<file path="config.mk">
export PLATFORM = sky130hd
export DESIGN_NAME = fcp_top
export DESIGN_NICKNAME = d
export VERILOG_FILES = /design/src/rtl/fcp_pkg.sv /design/src/rtl/fcp_chk_if.sv /design/src/rtl/fcp_check.sv /design/src/rtl/fcp_top.sv
export SDC_FILE = /design/constraint.sdc
export NUM_CORES = 1
export LEC_CHECK = 0
export BUFFER_PORTS_ARGS = -buffer_cell sky130_fd_sc_hd__buf_2
export CAP_MARGIN = 15
export CELL_PAD_IN_SITES_DETAIL_PLACEMENT = 0
export CELL_PAD_IN_SITES_GLOBAL_PLACEMENT = 1
export CORE_MARGIN = 1.5
export CORE_UTILIZATION = 33
export DETAILED_ROUTE_END_ITERATION = 6
export GPL_TIMING_DRIVEN = 0
export PLACE_DENSITY = 0.85
export SKIP_CTS_REPAIR_TIMING = 1
export SLEW_MARGIN = 20
export SYNTH_ARGS = -nofsm -noshare
export SYNTH_HDL_FRONTEND = slang
export SYNTH_HIERARCHICAL = 1
export SYNTH_SLANG_ARGS = --single-unit
</file>
<file path="constraint.sdc">
create_clock -name ref_clk -period 3.1 [get_ports ref_clk]
set_clock_uncertainty 0.2 [all_clocks]
set_input_delay 0.62 -clock ref_clk [delete_from_list [all_inputs] [get_ports ref_clk]]
set_output_delay 0.62 -clock ref_clk [all_outputs]
set_load 0.02 [all_outputs]
</file>
<file path="src/rtl/fcp_pkg.sv">
// shared constants and types for the flash command protection block
package fcp_pkg;
   // flash address and block geometry
   localparam int ADDR_W        = 20;          // flash byte address width
   localparam int BLK_W         = 8;           // block number width
   localparam int BLK_SHIFT_DEF = 10;          // default block size 1 KB
   localparam int DATA_W        = 16;          // command data width
   localparam int BYTE_W        = 8;           // flash write data width
   // boot area bounds
   localparam logic [ADDR_W-1:0] BOOT_LO = 20'h00000;
   localparam logic [ADDR_W-1:0] BOOT_HI = 20'h00fff;
   // prohibition bit positions
   localparam int PB_CHIP = 0;                 // chip erase prohibited
   localparam int PB_BLK  = 1;                 // block erase prohibited
   localparam int PB_WR   = 2;                 // write prohibited
   localparam int PB_BOOT = 3;                 // boot area rewrite prohibited
   localparam int PROH_W  = 4;
   localparam logic [PROH_W-1:0] PROH_SHIP = 4'h0;  // shipped state
   // register port
   localparam int REG_AW = 4;
   localparam int REG_DW = 32;
   localparam logic [REG_AW-1:0] REG_MODE   = 4'h0;  // write: enter mode
   localparam logic [REG_AW-1:0] REG_ACT    = 4'h1;  // applied settings
   localparam logic [REG_AW-1:0] REG_STORED = 4'h2;  // stored settings
   localparam logic [REG_AW-1:0] REG_WIN    = 4'h3;  // window bounds
   localparam logic [REG_AW-1:0] REG_STAT   = 4'h4;  // last error, rejects
   localparam int MODE_ENTER_BIT = 0;
   localparam int WIN_HI_POS     = 8;          // window high in data
   localparam int STAT_CNT_POS   = 8;          // reject count in status
   localparam int CNT_W          = 8;
   // command operations
   typedef enum logic [2:0] {
      OP_WRITE = 3'b000,
      OP_BLK   = 3'b001,
      OP_CHIP  = 3'b010,
      OP_SEC   = 3'b011,
      OP_WIN   = 3'b100
   } fcp_op_t;
   // answer codes
   localparam int ERR_W = 3;
   localparam logic [ERR_W-1:0] ERR_NONE = 3'h0;
   localparam logic [ERR_W-1:0] ERR_SEC  = 3'h1;   // prohibition hit
   localparam logic [ERR_W-1:0] ERR_BOOT = 3'h2;   // boot area locked
   localparam logic [ERR_W-1:0] ERR_WIN  = 3'h3;   // outside window
   localparam logic [ERR_W-1:0] ERR_LOCK = 3'h4;   // settings frozen
   localparam logic [ERR_W-1:0] ERR_OP   = 3'h5;   // bad op or bounds
endpackage : fcp_pkg

</file>
<file path="src/rtl/fcp_chk_if.sv">
// carrier between the command front end and the protection checker
`timescale 1ns/1ps
`default_nettype none
interface fcp_chk_if;
   import fcp_pkg::*;
   fcp_op_t                 op;       // operation under test
   logic                    src_ext;  // 1: external programmer
   logic [ADDR_W-1:0]       addr;     // target address
   logic [DATA_W-1:0]       data;     // settings or bounds asked for
   logic [PROH_W-1:0]       act;      // applied prohibitions
   logic [PROH_W-1:0]       stored;   // stored prohibitions
   logic [BLK_W-1:0]        win_lo;   // window start block
   logic [BLK_W-1:0]        win_hi;   // window end block
   logic                    allow;    // verdict
   logic [ERR_W-1:0]        err;      // reason for refusal
   modport req (output op, src_ext, addr, data, act, stored, win_lo,
                win_hi, input allow, err);
   modport chk (input op, src_ext, addr, data, act, stored, win_lo,
                win_hi, output allow, err);
endinterface : fcp_chk_if
`default_nettype wire

</file>
<file path="src/rtl/fcp_check.sv">
// combinational verdict on one flash command
`timescale 1ns/1ps
`default_nettype none
module fcp_check
   import fcp_pkg::*;
#(
   parameter int BLK_SHIFT = BLK_SHIFT_DEF
)(
   fcp_chk_if.chk c
);
   // highest numbered block, the array's last block cut to BLK_W bits
   localparam logic [BLK_W-1:0] MAX_BLK =
      BLK_W'((1 << (ADDR_W - BLK_SHIFT)) - 1);
   // block numbers reach the whole array only for large enough blocks
   localparam logic ALL_BLK = (ADDR_W - BLK_SHIFT <= BLK_W);

   logic [ADDR_W-1:0] shifted;   // address moved down to block number
   logic [BLK_W-1:0]  blk;       // target block
   logic              in_boot;   // target inside the boot area
   logic              in_win;    // target inside the window
   logic              full_win;  // window spans the whole array
   logic              ext;       // command from external programming

   // decide allow and reason, boot check first for write and erase ops
   always_comb
   begin
      shifted  = c.addr >> BLK_SHIFT;
      blk      = shifted[BLK_W-1:0];
      in_boot  = (c.addr >= BOOT_LO) && (c.addr <= BOOT_HI);
      // an address past the last numbered block never aliases inward
      in_win   = (shifted[ADDR_W-1:BLK_W] == '0) &&
                 (blk >= c.win_lo) && (blk <= c.win_hi);
      full_win = ALL_BLK && (c.win_lo == '0) && (c.win_hi == MAX_BLK);
      ext      = c.src_ext;
      c.allow  = 1'b0;
      c.err    = ERR_OP;
      unique case (c.op)
         OP_WRITE:
         begin
            if (c.act[PB_BOOT] && in_boot)
               c.err = ERR_BOOT;
            else if (ext && c.act[PB_WR])
               c.err = ERR_SEC;
            else if (!ext && !in_win)
               c.err = ERR_WIN;
            else
            begin
               c.allow = 1'b1;
               c.err   = ERR_NONE;
            end
         end
         OP_BLK:
         begin
            if (c.act[PB_BOOT] && in_boot)
               c.err = ERR_BOOT;
            else if (ext && (c.act[PB_CHIP] || c.act[PB_BLK] ||
                             c.act[PB_WR]))
               c.err = ERR_SEC;
            else if (!ext && !in_win)
               c.err = ERR_WIN;
            else
            begin
               c.allow = 1'b1;
               c.err   = ERR_NONE;
            end
         end
         OP_CHIP:
         begin
            if (c.act[PB_BOOT])                  // whole array holds boot
               c.err = ERR_BOOT;
            else if (ext && c.act[PB_CHIP])
               c.err = ERR_SEC;
            else if (!ext && !full_win)
               c.err = ERR_WIN;
            else
            begin
               c.allow = 1'b1;
               c.err   = ERR_NONE;
            end
         end
         OP_SEC:
         begin
            // once frozen, no set bit may be cleared
            if (c.stored[PB_CHIP] &&
                ((c.data[PROH_W-1:0] & c.stored) != c.stored))
               c.err = ERR_LOCK;
            else
            begin
               c.allow = 1'b1;                   // either source
               c.err   = ERR_NONE;
            end
         end
         OP_WIN:
         begin
            // bounds from either source, start not above end
            if (c.data[BLK_W-1:0] > c.data[WIN_HI_POS +: BLK_W])
               c.err = ERR_OP;
            else
            begin
               c.allow = 1'b1;
               c.err   = ERR_NONE;
            end
         end
         default:
         begin
            c.allow = 1'b0;                      // unknown op
            c.err   = ERR_OP;
         end
      endcase
   end
endmodule : fcp_check
`default_nettype wire

</file>
<file path="src/rtl/fcp_top.sv">
// flash command protection: settings storage, gating and register port
`timescale 1ns/1ps
`default_nettype none
module fcp_top
   import fcp_pkg::*;
#(
   parameter int BLK_SHIFT = BLK_SHIFT_DEF     // log2 of block size
)(
   input  wire logic                ref_clk,
   input  wire logic                reset,
   input  wire logic                nv_init,
   input  wire logic [REG_AW-1:0]   reg_addr,
   input  wire logic [REG_DW-1:0]   reg_wdata,
   input  wire logic                reg_wr,
   input  wire logic                reg_rd,
   output logic      [REG_DW-1:0]   reg_rdata,
   input  wire logic                cmd_valid,
   input  wire logic [2:0]          cmd_op,
   input  wire logic                cmd_src_ext,
   input  wire logic [ADDR_W-1:0]   cmd_addr,
   input  wire logic [DATA_W-1:0]   cmd_data,
   output logic                     rsp_valid,
   output logic                     rsp_err,
   output logic      [ERR_W-1:0]    rsp_code,
   output logic                     flash_wr,
   output logic                     flash_blk_erase,
   output logic                     flash_chip_erase,
   output logic      [ADDR_W-1:0]   flash_addr,
   output logic      [BYTE_W-1:0]   flash_wdata
);
   // refuse block sizes the checker cannot serve; addresses past the
   // last numbered block lie outside every window
   if (BLK_SHIFT < 1 || BLK_SHIFT > 12)
   begin : g_bad_shift
      $error("fcp_top: BLK_SHIFT out of range");
   end

   localparam logic [BLK_W-1:0] MAX_BLK =
      BLK_W'((1 << (ADDR_W - BLK_SHIFT)) - 1);

   // nonvolatile settings, untouched by reset
   logic [PROH_W-1:0] stored_r, stored_nxt;    // stored prohibitions
   logic [BLK_W-1:0]  win_lo_r, win_lo_nxt;    // window start block
   logic [BLK_W-1:0]  win_hi_r, win_hi_nxt;    // window end block
   // volatile state
   logic [PROH_W-1:0] act_r, act_nxt;          // applied prohibitions
   logic              rsp_valid_r, rsp_valid_nxt;
   logic              rsp_err_r, rsp_err_nxt;
   logic [ERR_W-1:0]  rsp_code_r, rsp_code_nxt;
   logic [ERR_W-1:0]  last_err_r, last_err_nxt;
   logic [CNT_W-1:0]  rej_cnt_r, rej_cnt_nxt;  // refused commands
   logic              fwr_r, fwr_nxt;
   logic              fbe_r, fbe_nxt;
   logic              fce_r, fce_nxt;
   logic [ADDR_W-1:0] faddr_r, faddr_nxt;
   logic [BYTE_W-1:0] fdata_r, fdata_nxt;
   logic [REG_DW-1:0] rdata_r, rdata_nxt;
   // decoded strobes
   logic              mode_enter;              // mode register written
   logic              go;                      // command allowed now
   logic              chip_go;                 // chip erase executes

   fcp_chk_if chk_if ();

   // present the command and current settings to the checker
   assign chk_if.op      = fcp_op_t'(cmd_op);
   assign chk_if.src_ext = cmd_src_ext;
   assign chk_if.addr    = cmd_addr;
   assign chk_if.data    = cmd_data;
   assign chk_if.act     = act_r;
   assign chk_if.stored  = stored_r;
   assign chk_if.win_lo  = win_lo_r;
   assign chk_if.win_hi  = win_hi_r;

   // verdict logic
   fcp_check #(
      .BLK_SHIFT (BLK_SHIFT)
   ) u_check (
      .c         (chk_if.chk)
   );

   // is this op code the wanted operation
   function automatic logic is_op(input logic [2:0] op,
                                  input fcp_op_t want);
      is_op = (op == want);
   endfunction : is_op

   assign mode_enter = reg_wr && (reg_addr == REG_MODE) &&
                       reg_wdata[MODE_ENTER_BIT];
   assign go         = cmd_valid && chk_if.allow;
   assign chip_go    = go && is_op(cmd_op, OP_CHIP);

   // next values of the nonvolatile settings
   always_comb
   begin
      stored_nxt = stored_r;
      win_lo_nxt = win_lo_r;
      win_hi_nxt = win_hi_r;
      if (nv_init)
      begin
         stored_nxt = PROH_SHIP;               // shipped, all off
         win_lo_nxt = '0;
         win_hi_nxt = MAX_BLK;
      end
      else if (chip_go)
         stored_nxt = PROH_SHIP;               // chip erase clears
      else if (go && is_op(cmd_op, OP_SEC))
         stored_nxt = cmd_data[PROH_W-1:0];    // each bit its own
      else if (go && is_op(cmd_op, OP_WIN))
      begin
         win_lo_nxt = cmd_data[BLK_W-1:0];
         win_hi_nxt = cmd_data[WIN_HI_POS +: BLK_W];
      end
   end

   // nonvolatile storage, deliberately not reset
   always_ff @(posedge ref_clk)
   begin
      stored_r <= stored_nxt;
      win_lo_r <= win_lo_nxt;
      win_hi_r <= win_hi_nxt;
   end

   // next values of the applied settings, answer and flash strobes
   always_comb
   begin
      act_nxt       = act_r;
      rsp_valid_nxt = cmd_valid;
      rsp_err_nxt   = cmd_valid && !chk_if.allow;
      rsp_code_nxt  = cmd_valid ? chk_if.err : ERR_NONE;
      last_err_nxt  = last_err_r;
      rej_cnt_nxt   = rej_cnt_r;
      fwr_nxt       = go && is_op(cmd_op, OP_WRITE);
      fbe_nxt       = go && is_op(cmd_op, OP_BLK);
      fce_nxt       = chip_go;
      faddr_nxt     = faddr_r;
      fdata_nxt     = fdata_r;
      if (go)
      begin
         faddr_nxt = cmd_addr;
         fdata_nxt = cmd_data[BYTE_W-1:0];
      end
      // refused: no flash strobe, error answered
      if (cmd_valid && !chk_if.allow)
      begin
         last_err_nxt = chk_if.err;
         if (rej_cnt_r != '1)
            rej_cnt_nxt = rej_cnt_r + 1'b1;
      end
      // stored settings take hold on mode entry; an allowed chip erase clears them and wins
      if (chip_go)
         act_nxt = PROH_SHIP;
      else if (mode_enter)
         act_nxt = stored_r;
   end

   // register the volatile state; reset re-enters with stored settings
   always_ff @(posedge ref_clk)
   begin
      if (reset)
      begin
         act_r       <= stored_r;
         rsp_valid_r <= 1'b0;
         rsp_err_r   <= 1'b0;
         rsp_code_r  <= ERR_NONE;
         last_err_r  <= ERR_NONE;
         rej_cnt_r   <= '0;
         fwr_r       <= 1'b0;
         fbe_r       <= 1'b0;
         fce_r       <= 1'b0;
         faddr_r     <= '0;
         fdata_r     <= '0;
      end
      else
      begin
         act_r       <= act_nxt;
         rsp_valid_r <= rsp_valid_nxt;
         rsp_err_r   <= rsp_err_nxt;
         rsp_code_r  <= rsp_code_nxt;
         last_err_r  <= last_err_nxt;
         rej_cnt_r   <= rej_cnt_nxt;
         fwr_r       <= fwr_nxt;
         fbe_r       <= fbe_nxt;
         fce_r       <= fce_nxt;
         faddr_r     <= faddr_nxt;
         fdata_r     <= fdata_nxt;
      end
   end

   // read mux; unmapped offsets read zero
   always_comb
   begin
      rdata_nxt = '0;
      if (reg_rd)
      begin
         unique case (reg_addr)
            REG_ACT:    rdata_nxt[PROH_W-1:0] = act_r;
            REG_STORED: rdata_nxt[PROH_W-1:0] = stored_r;
            REG_WIN:
            begin
               rdata_nxt[BLK_W-1:0]           = win_lo_r;
               rdata_nxt[WIN_HI_POS +: BLK_W] = win_hi_r;
            end
            REG_STAT:
            begin
               rdata_nxt[ERR_W-1:0]            = last_err_r;
               rdata_nxt[STAT_CNT_POS +: CNT_W] = rej_cnt_r;
            end
            default:    rdata_nxt = '0;
         endcase
      end
   end

   // read data stands only in the cycle after the strobe
   always_ff @(posedge ref_clk)
   begin
      if (reset)
         rdata_r <= '0;
      else
         rdata_r <= rdata_nxt;
   end

   assign reg_rdata        = rdata_r;
   assign rsp_valid        = rsp_valid_r;
   assign rsp_err          = rsp_err_r;
   assign rsp_code         = rsp_code_r;
   assign flash_wr         = fwr_r;
   assign flash_blk_erase  = fbe_r;
   assign flash_chip_erase = fce_r;
   assign flash_addr       = faddr_r;
   assign flash_wdata      = fdata_r;

   // applied settings move only on reset, mode entry or chip erase
   a_act_hold: assert property (@(posedge ref_clk) disable iff (reset)
      ($past(reset) == 1'b0 && !$past(mode_enter) && !fce_r)
      |-> act_r == $past(act_r))
      else $error("applied settings changed without mode entry");

   // external chip erase refused under chip-erase lock
   a_ext_chip: assert property (@(posedge ref_clk) disable iff (reset)
      (cmd_valid && cmd_src_ext && act_r[PB_CHIP] &&
       cmd_op inside {OP_BLK, OP_CHIP})
      |=> rsp_err && !flash_blk_erase && !flash_chip_erase)
      else $error("erase passed under chip-erase lock");

   // frozen settings lose no bit except by chip erase or factory init
   a_lock_keep: assert property (@(posedge ref_clk)
      (stored_r[PB_CHIP] && !nv_init && !chip_go)
      |=> (stored_r & $past(stored_r)) == $past(stored_r))
      else $error("frozen setting was cleared");

   // external block erase refused under block-erase lock
   a_blk_ext: assert property (@(posedge ref_clk) disable iff (reset)
      (cmd_valid && cmd_src_ext && act_r[PB_BLK] && is_op(cmd_op, OP_BLK))
      |=> rsp_err && (rsp_code == ERR_SEC || rsp_code == ERR_BOOT))
      else $error("external block erase passed under lock");

   // self block erase in window, unlocked boot, goes through
   a_self_blk: assert property (@(posedge ref_clk) disable iff (reset)
      (cmd_valid && !cmd_src_ext && is_op(cmd_op, OP_BLK) &&
       !act_r[PB_BOOT] && chk_if.allow)
      |=> flash_blk_erase && flash_addr == $past(cmd_addr))
      else $error("allowed self block erase did not strobe");

   // external write refused under write lock
   a_wr_ext: assert property (@(posedge ref_clk) disable iff (reset)
      (cmd_valid && cmd_src_ext && act_r[PB_WR] &&
       cmd_op inside {OP_WRITE, OP_BLK})
      |=> rsp_err && !flash_wr && !flash_blk_erase)
      else $error("external write passed under write lock");

   // boot area untouched under boot lock, whatever the window
   a_boot_wr: assert property (@(posedge ref_clk) disable iff (reset)
      (cmd_valid && act_r[PB_BOOT] && cmd_addr <= BOOT_HI &&
       cmd_op inside {OP_WRITE, OP_BLK, OP_CHIP})
      |=> rsp_code == ERR_BOOT)
      else $error("boot area rewrite not refused");

   // allowed chip erase clears stored and applied settings
   a_chip_clr: assert property (@(posedge ref_clk) disable iff (reset)
      chip_go |=> stored_r == PROH_SHIP && act_r == PROH_SHIP)
      else $error("chip erase left a setting active");

   // self programming outside window refused
   a_win_self: assert property (@(posedge ref_clk) disable iff (reset)
      (cmd_valid && !cmd_src_ext && cmd_op inside {OP_WRITE, OP_BLK} &&
       !act_r[PB_BOOT] &&
       (BLK_W'(cmd_addr >> BLK_SHIFT) < win_lo_r ||
        BLK_W'(cmd_addr >> BLK_SHIFT) > win_hi_r))
      |=> rsp_code == ERR_WIN)
      else $error("self command outside window not refused");

   // refused command makes no flash strobe and answers once
   a_rej_quiet: assert property (@(posedge ref_clk) disable iff (reset)
      (cmd_valid && !chk_if.allow)
      |=> rsp_valid && rsp_err &&
          !(flash_wr || flash_blk_erase || flash_chip_erase)
          ##1 !rsp_err || $past(cmd_valid))
      else $error("refused command touched the flash");

   // factory init clears stored settings and window start
   a_ship_off: assert property (@(posedge ref_clk)
      nv_init |=> stored_r == PROH_SHIP && win_lo_r == '0)
      else $error("factory init left a setting on");
endmodule : fcp_top
`default_nettype wire

</file>
==> reports/qor.yml, run 1 <==
syn_to_final_growth_pct: 39.16
path_cells: "inv_1 > ha_4 > nor2b_1 > o211ai_1 > a211oi_2 > nor4b_2 > o31a_1 > buf_4 > and2b_4 > nand4_4 > or4_1 > a21oi_1"
synth_largest_area_cell: "dfxtp_1"
crit_path_end: "rej_cnt_r[5]$_SDFFE_PP0P_"
r2r_end: "rej_cnt_r[5]$_SDFFE_PP0P_"
violations: "setup timing"
slew_violations: 0
overflow: 0
synth_top_area_share_pct: 39.61
grt_usage_pct: 17.72
synth_edf_count: 4
grt_max_degree: 17
synthTopCellsByCount: "dfxtp_1, nand2_1, a21oi_1, nor2_1, inv_1"
ys.flop_type: "dfxtp_1"
status: "finished with violations"
netlist_area_um2: 4195
synth_most_common_cell: "dfxtp_1"
rsz0062_at_grt: "yes"
routabilityCongestion: 0.8965
nNetsFinal: 735
diodes: 0
ys_seq_area_share_pct: 42.47
initial_core_util_pct: 33.52
cpMaxStageDelayCell: "or4_1"
critPathLaunchType: "register"
drive_above_1_share_pct: 33.81
die_area_um2: 13400
period_share_pct: 102.4
nFillCells: 1244
ys_top_cells_by_area: "dfxtp_1, ha_1, nand2_1"
cp.arrival_ns: 3.25
syn_avg_cell_area_um2: 8.722
routed-via-count: 3876
rrSetupSlack_ns: -0.07
die_x_um: 115.8
wirelength_um: 12280
worstReg2RegStart: "chk_if.win_hi[1]$_SDFFE_PP1P_"
ys_seq_elements: 87
criticalPathCategory: "register to register"
pwr_density_cell_nw_per_um2: 469.8
cts_buffers: 9
critPathMaxStageDelay_ns: 0.52
critPathLaunch: "chk_if.win_hi[1]$_SDFFE_PP1P_"
viasPerCell: 4.815
insertion_delay_ns: 0.36
clk_pin_slew_ns: 0.07
cts_max_path_buffers: 2
multiInputGateArea_um2: 2352
clock.fmax_ghz: 0.3151
rows: 41
synth_cell_types: 59
drc: 0
grt_pass1_vias: 3498
die_height_um: 115.8
regArea_um2: 1792
worst_slack_ns: -0.07380
ctsRootBufferMaster: "clkbuf_16"
setup_viol: 7
place_inst: 767
reg2reg_depth: 12
cp-end-kind: "register"
ir_worst_vdd_mv: 0.2161
path_max_fanout: 4
holdWs_ns: 0.2522
drt_first_pass_iters: 4
cts_htree_levels: 3
worst_pin_slew_ns: 0.7097
final_core_util_pct: 46.64
final_hold_viol_count: 0
core_um2: 12520
hpwl_um: 9253
grt_pass1_wl_um: 17800
instances_no_fill: 805
maxCapViolCount: 0
wl_per_cell_um: 15.25
synth_async_sr_flop_share_pct: 0
relSlewSlack_pct: 52.69
antenna_found_initial: 0
yosys_warnings: 6
p_leak_nw: 2.528
drtIter0Drc: 187
cts_tree: "done"
hp-class: "register to register"
ant_nets: 0
io_buffers: 99
cp_data_required_time_ns: 3.18
num_io_pins: 150
fin_crit_ns: 3.174
synthCells: 481
clock_sinks: 87
==> worst max-delay path: cells and delay by family (launching register included) <==
kind / cells / cell delay [ns]
flip-flops: 1 / 0.34
buffers and inverters: 2 / 0.23
AO/OA/AOI/OAI: 4 / 0.92
adder cells (fa/ha/maj): 1 / 0.27
AND/OR/NAND/NOR: 5 / 1.14
==> final cells by class <==
| class | count | share of cell area, % |
|---|---|---|
| buffer | 35 | 3.965 |
| sequential | 87 | 30.69 |
| clock buffer | 10 | 4.093 |
| multi-input combinational | 343 | 40.29 |
| timing repair buffer | 122 | 13.65 |
| clock inverter | 6 | 1.264 |
| tap | 172 | 3.686 |
| inverter | 30 | 2.357 |
==> where the power goes <==
part           switching, mW  total (mW)  internal, mW
combinational          0.235       0.410         0.175
clock                  0.490        1.15         0.658
sequential            0.0232        1.18          1.16
==> cell families (layout without fill, tap and decap cells) <==
group                    after synthesis  after routing  synth area share, %
adder cells (fa/ha/maj)               25             25                7.456
XOR/XNOR                               2              2               0.4176
AND/OR/NAND/NOR                      180            180                21.47
buffers and inverters                 66            203                7.933
multiplexers                          14             14                3.400
flip-flops                            87             87                42.47
AO/OA/AOI/OAI                        106            106                16.76
other                                  1             16              0.08939
==> worst min path at each step <==
stage,to,start,slack [ns],cells past startpoint
floorplan,last_err_r[1]$_SDFFE_PP0P_,last_err_r[1]$_SDFFE_PP0P_,0.23,2
global placement,flash_addr[6]$_SDFFE_PP0P_,flash_addr[6]$_SDFFE_PP0P_,0.24,2
detailed placement,flash_addr[19]$_SDFFE_PP0P_,flash_addr[19]$_SDFFE_PP0P_,0.25,2
CTS,flash_addr[19]$_SDFFE_PP0P_,flash_addr[19]$_SDFFE_PP0P_,0.25,2
global route,flash_addr[18]$_SDFFE_PP0P_,flash_addr[18]$_SDFFE_PP0P_,0.27,2
finish,flash_addr[18]$_SDFFE_PP0P_,flash_addr[18]$_SDFFE_PP0P_,0.25,2
==> registers in the layout, summed over array words and instances, names as in the netlist, 3 cells and up <==
register / count
chk_if.win_lo: 8
last_err_r: 3
flash_wdata: 8
act_r: 4
rej_cnt_r: 8
flash_addr: 20
chk_if.win_hi: 8
chk_if.stored: 4
reg_rdata: 16
rsp_code: 3
==> metrics by stage <==
step           TNS [ns]  setup WS (ns)  area, µm²  power, mW
4_1_cts          -8.193        -0.3746       5443      2.714
3_5_place_dp     -27.29        -0.7233       5130      1.572
6_report        -0.1899       -0.07380       5838      2.743
2_1_floorplan   -0.2737       -0.06169       4419      1.434
3_3_place_gp     -23.05        -0.5865       5130      1.559
5_1_grt          -1.840        -0.1760       5838      2.848
==> routing by layer <==
layer / global-route usage, % / vias to the layer above / routed length (µm)
met3: 4.655 / 17 / 709
li1: - / 1930 / -
met1: 21.97 / 1818 / 5264
met5: 0 / - / 0
met4: 7.805 / 0 / 281
met2: 29.11 / 111 / 6022
==> cell usage in the layout, fill, tap and decap left out, types with 8 or more instances in the layout <==
master,Yosys,routed
o21ai_0,12,10
nand3_1,8,8
ha_4,0,11
clkbuf_1,13,11
a22o_1,8,8
and2_1,12,11
buf_2,5,87
nor2_1,31,29
inv_1,30,19
a21oi_1,48,47
mux2i_1,12,12
nand2_1,76,76
dfxtp_1,83,75
buf_4,16,38
nor2b_1,13,12
clkbuf_16,0,10
buf_6,1,13
conb_1,1,16
dfxtp_2,0,8
a211o_1,8,8
ha_1,25,14
nor3_1,9,8
No activity file was read; power rests on OpenSTA's default activity.
==> run 2: changes to the inputs <==
--- a/config.mk
+++ b/config.mk
@@ -20,3 +20,4 @@
 export SYNTH_HDL_FRONTEND = slang
 export SYNTH_HIERARCHICAL = 1
 export SYNTH_SLANG_ARGS = --single-unit
+export TNS_END_PERCENT = 5
==> run 2 against run 1 <==
Against the previous run:
- the run still ends with setup timing left
- core utilization is 0.57 points lower
- cell area decreased by 1.2%
- total power is 3.7% lower
- non-clock buffer count fell by 9
- critical path depth unchanged
- clock-buffer cell count grew 4
- critical endpoint is now chk_if.win_hi[1]$_SDFFE_PP1P_
- largest cell class unchanged
==> reports/qor.yml, run 2 (same netlist as run 1, synthesis figures left out) <==
insertion_delay_ns: 0.34
worstReg2RegStart: "chk_if.win_hi[6]$_SDFFE_PP1P_"
nFillCells: 1236
syn_to_final_growth_pct: 37.46
cp_data_required_time_ns: 3.13
drt_first_pass_iters: 5
cts_max_path_buffers: 2
cts_buffers: 9
setup_viol: 14
clk_pin_slew_ns: 0.06
critPathLaunchType: "input pin"
regArea_um2: 1785
cp-end-kind: "register"
diodes: 0
drc: 0
rsz0062_at_grt: "yes"
multiInputGateArea_um2: 2355
path_max_fanout: 6
die_height_um: 115.8
instances_no_fill: 796
routabilityCongestion: 0.8542
cpMaxStageDelayCell: "ha_1"
grt_usage_pct: 17.47
setup_tns_ns: -0.3613
reg2reg_depth: 11
antenna_found_initial: 0
worst_slack_ns: -0.04521
busiest_layer: "met2"
io_buffers: 99
maxCapViolCount: 0
status: "finished with violations"
critPathLaunch: "cmd_addr[11]"
nNetsFinal: 726
grt_use_met1_pct: 22.60
num_io_pins: 150
grt_pass1_wl_um: 17830
largest_register_ffs: 20
hp-class: "register to register"
fin_crit_ns: 3.145
wl_per_cell_um: 15.39
drtIter0Drc: 207
hold_depth: 2
clock.fmax_ghz: 0.3179
final_cell_mix: "buf_2, dfxtp_1, nand2_1"
ir_worst_vdd_mv: 0.2612
cts_tree: "done"
rows: 41
critPathMaxStageDelay_ns: 0.31
period_share_pct: 101.5
viasPerCell: 4.889
path_cells: "buf_2 > ha_1 > nor2b_1 > o211ai_1 > a211oi_4 > nor4b_2 > o31a_1 > nand2_2 > nor4b_4 > buf_4 > and2b_1 > a211o_1"
final_hold_viol_count: 0
die_x_um: 115.8
initial_core_util_pct: 33.52
grt_max_degree: 15
ctsRootBufferMaster: "clkbuf_16"
design_area_um2: 5767
globalRouteMet3Util_pct: 3.556
p_leak_nw: 2.480
grt_pass1_vias: 3454
cp.arrival_ns: 3.18
cts_htree_levels: 3
drive_above_1_share_pct: 31.89
core_um2: 12520
wirelength_um: 12250
ant_nets: 0
placed_cell_area_um2: 5014
met2_usage_pct: 29.70
violations: "setup timing"
criticalPathCategory: "input pin to register"
slew_violations: 0
routed-via-count: 3892
clock_sinks: 87
worst_pin_slew_ns: 0.7415
relSlewSlack_pct: 50.57
die_area_um2: 13400
place_inst: 767
overflow: 0
final_common_cell: "buf_2"
min_from: "flash_addr[18]$_SDFFE_PP0P_"
hpwl_um: 9091
pwr_density_cell_nw_per_um2: 458.2
## run 2: final timing paths
| kind | slack, ns | to |
|---|---|---|
| worst max register to register | -0.03 | rej_cnt_r[5]$_SDFFE_PP0P_ |
| worst min register to register | 0.25 | flash_addr[18]$_SDFFE_PP0P_ |
| worst max-delay path | -0.05 | chk_if.win_hi[1]$_SDFFE_PP1P_ |
| worst min-delay path | 0.25 | flash_addr[18]$_SDFFE_PP0P_ |
## run 2: where the power goes
part	internal [mW]	switching, mW
Sequential	1.16	0.0224
Clock	0.610	0.439
Combinational	0.173	0.235
Total	1.95	0.697
## run 2: metal layers
layer | wire length, µm | up-vias
met5 | 0 | -
met1 | 5277 | 1854
li1 | - | 1905
met4 | 187 | 0
met3 | 689 | 18
met2 | 6099 | 115
## run 2: worst max-delay path: cells and delay by family
family | cells | cell delay [ns]
AND/OR/NAND/NOR | 5 | 1.06
adder cells (fa/ha/maj) | 1 | 0.31
AO/OA/AOI/OAI | 4 | 0.88
buffers and inverters | 2 | 0.32
## run 2: layout make-up
type | instances | area share (%)
Buffer | 35 | 3.971
Clock buffer | 14 | 4.752
Clock inverter | 2 | 0.2387
Inverter | 30 | 2.256
Multi-Input combinational cell | 343 | 40.83
Sequential cell | 87 | 30.96
Tap cell | 172 | 3.732
Timing Repair Buffer | 113 | 13.26
## run 2: per-stage QoR
stage                     utilization (%)  hold WS (ns)  worst slack, ns  power (mW)
after CTS                           42.35        0.2543          -0.3878       2.598
after floorplan                         -        0.2312         -0.06223       1.423
final                               46.07        0.2482         -0.04521       2.642
after detailed placement            40.05        0.2451          -0.6723       1.555
after global routing                46.07        0.2676          -0.1896       2.750
after global placement              40.05        0.2397          -0.6102       1.545
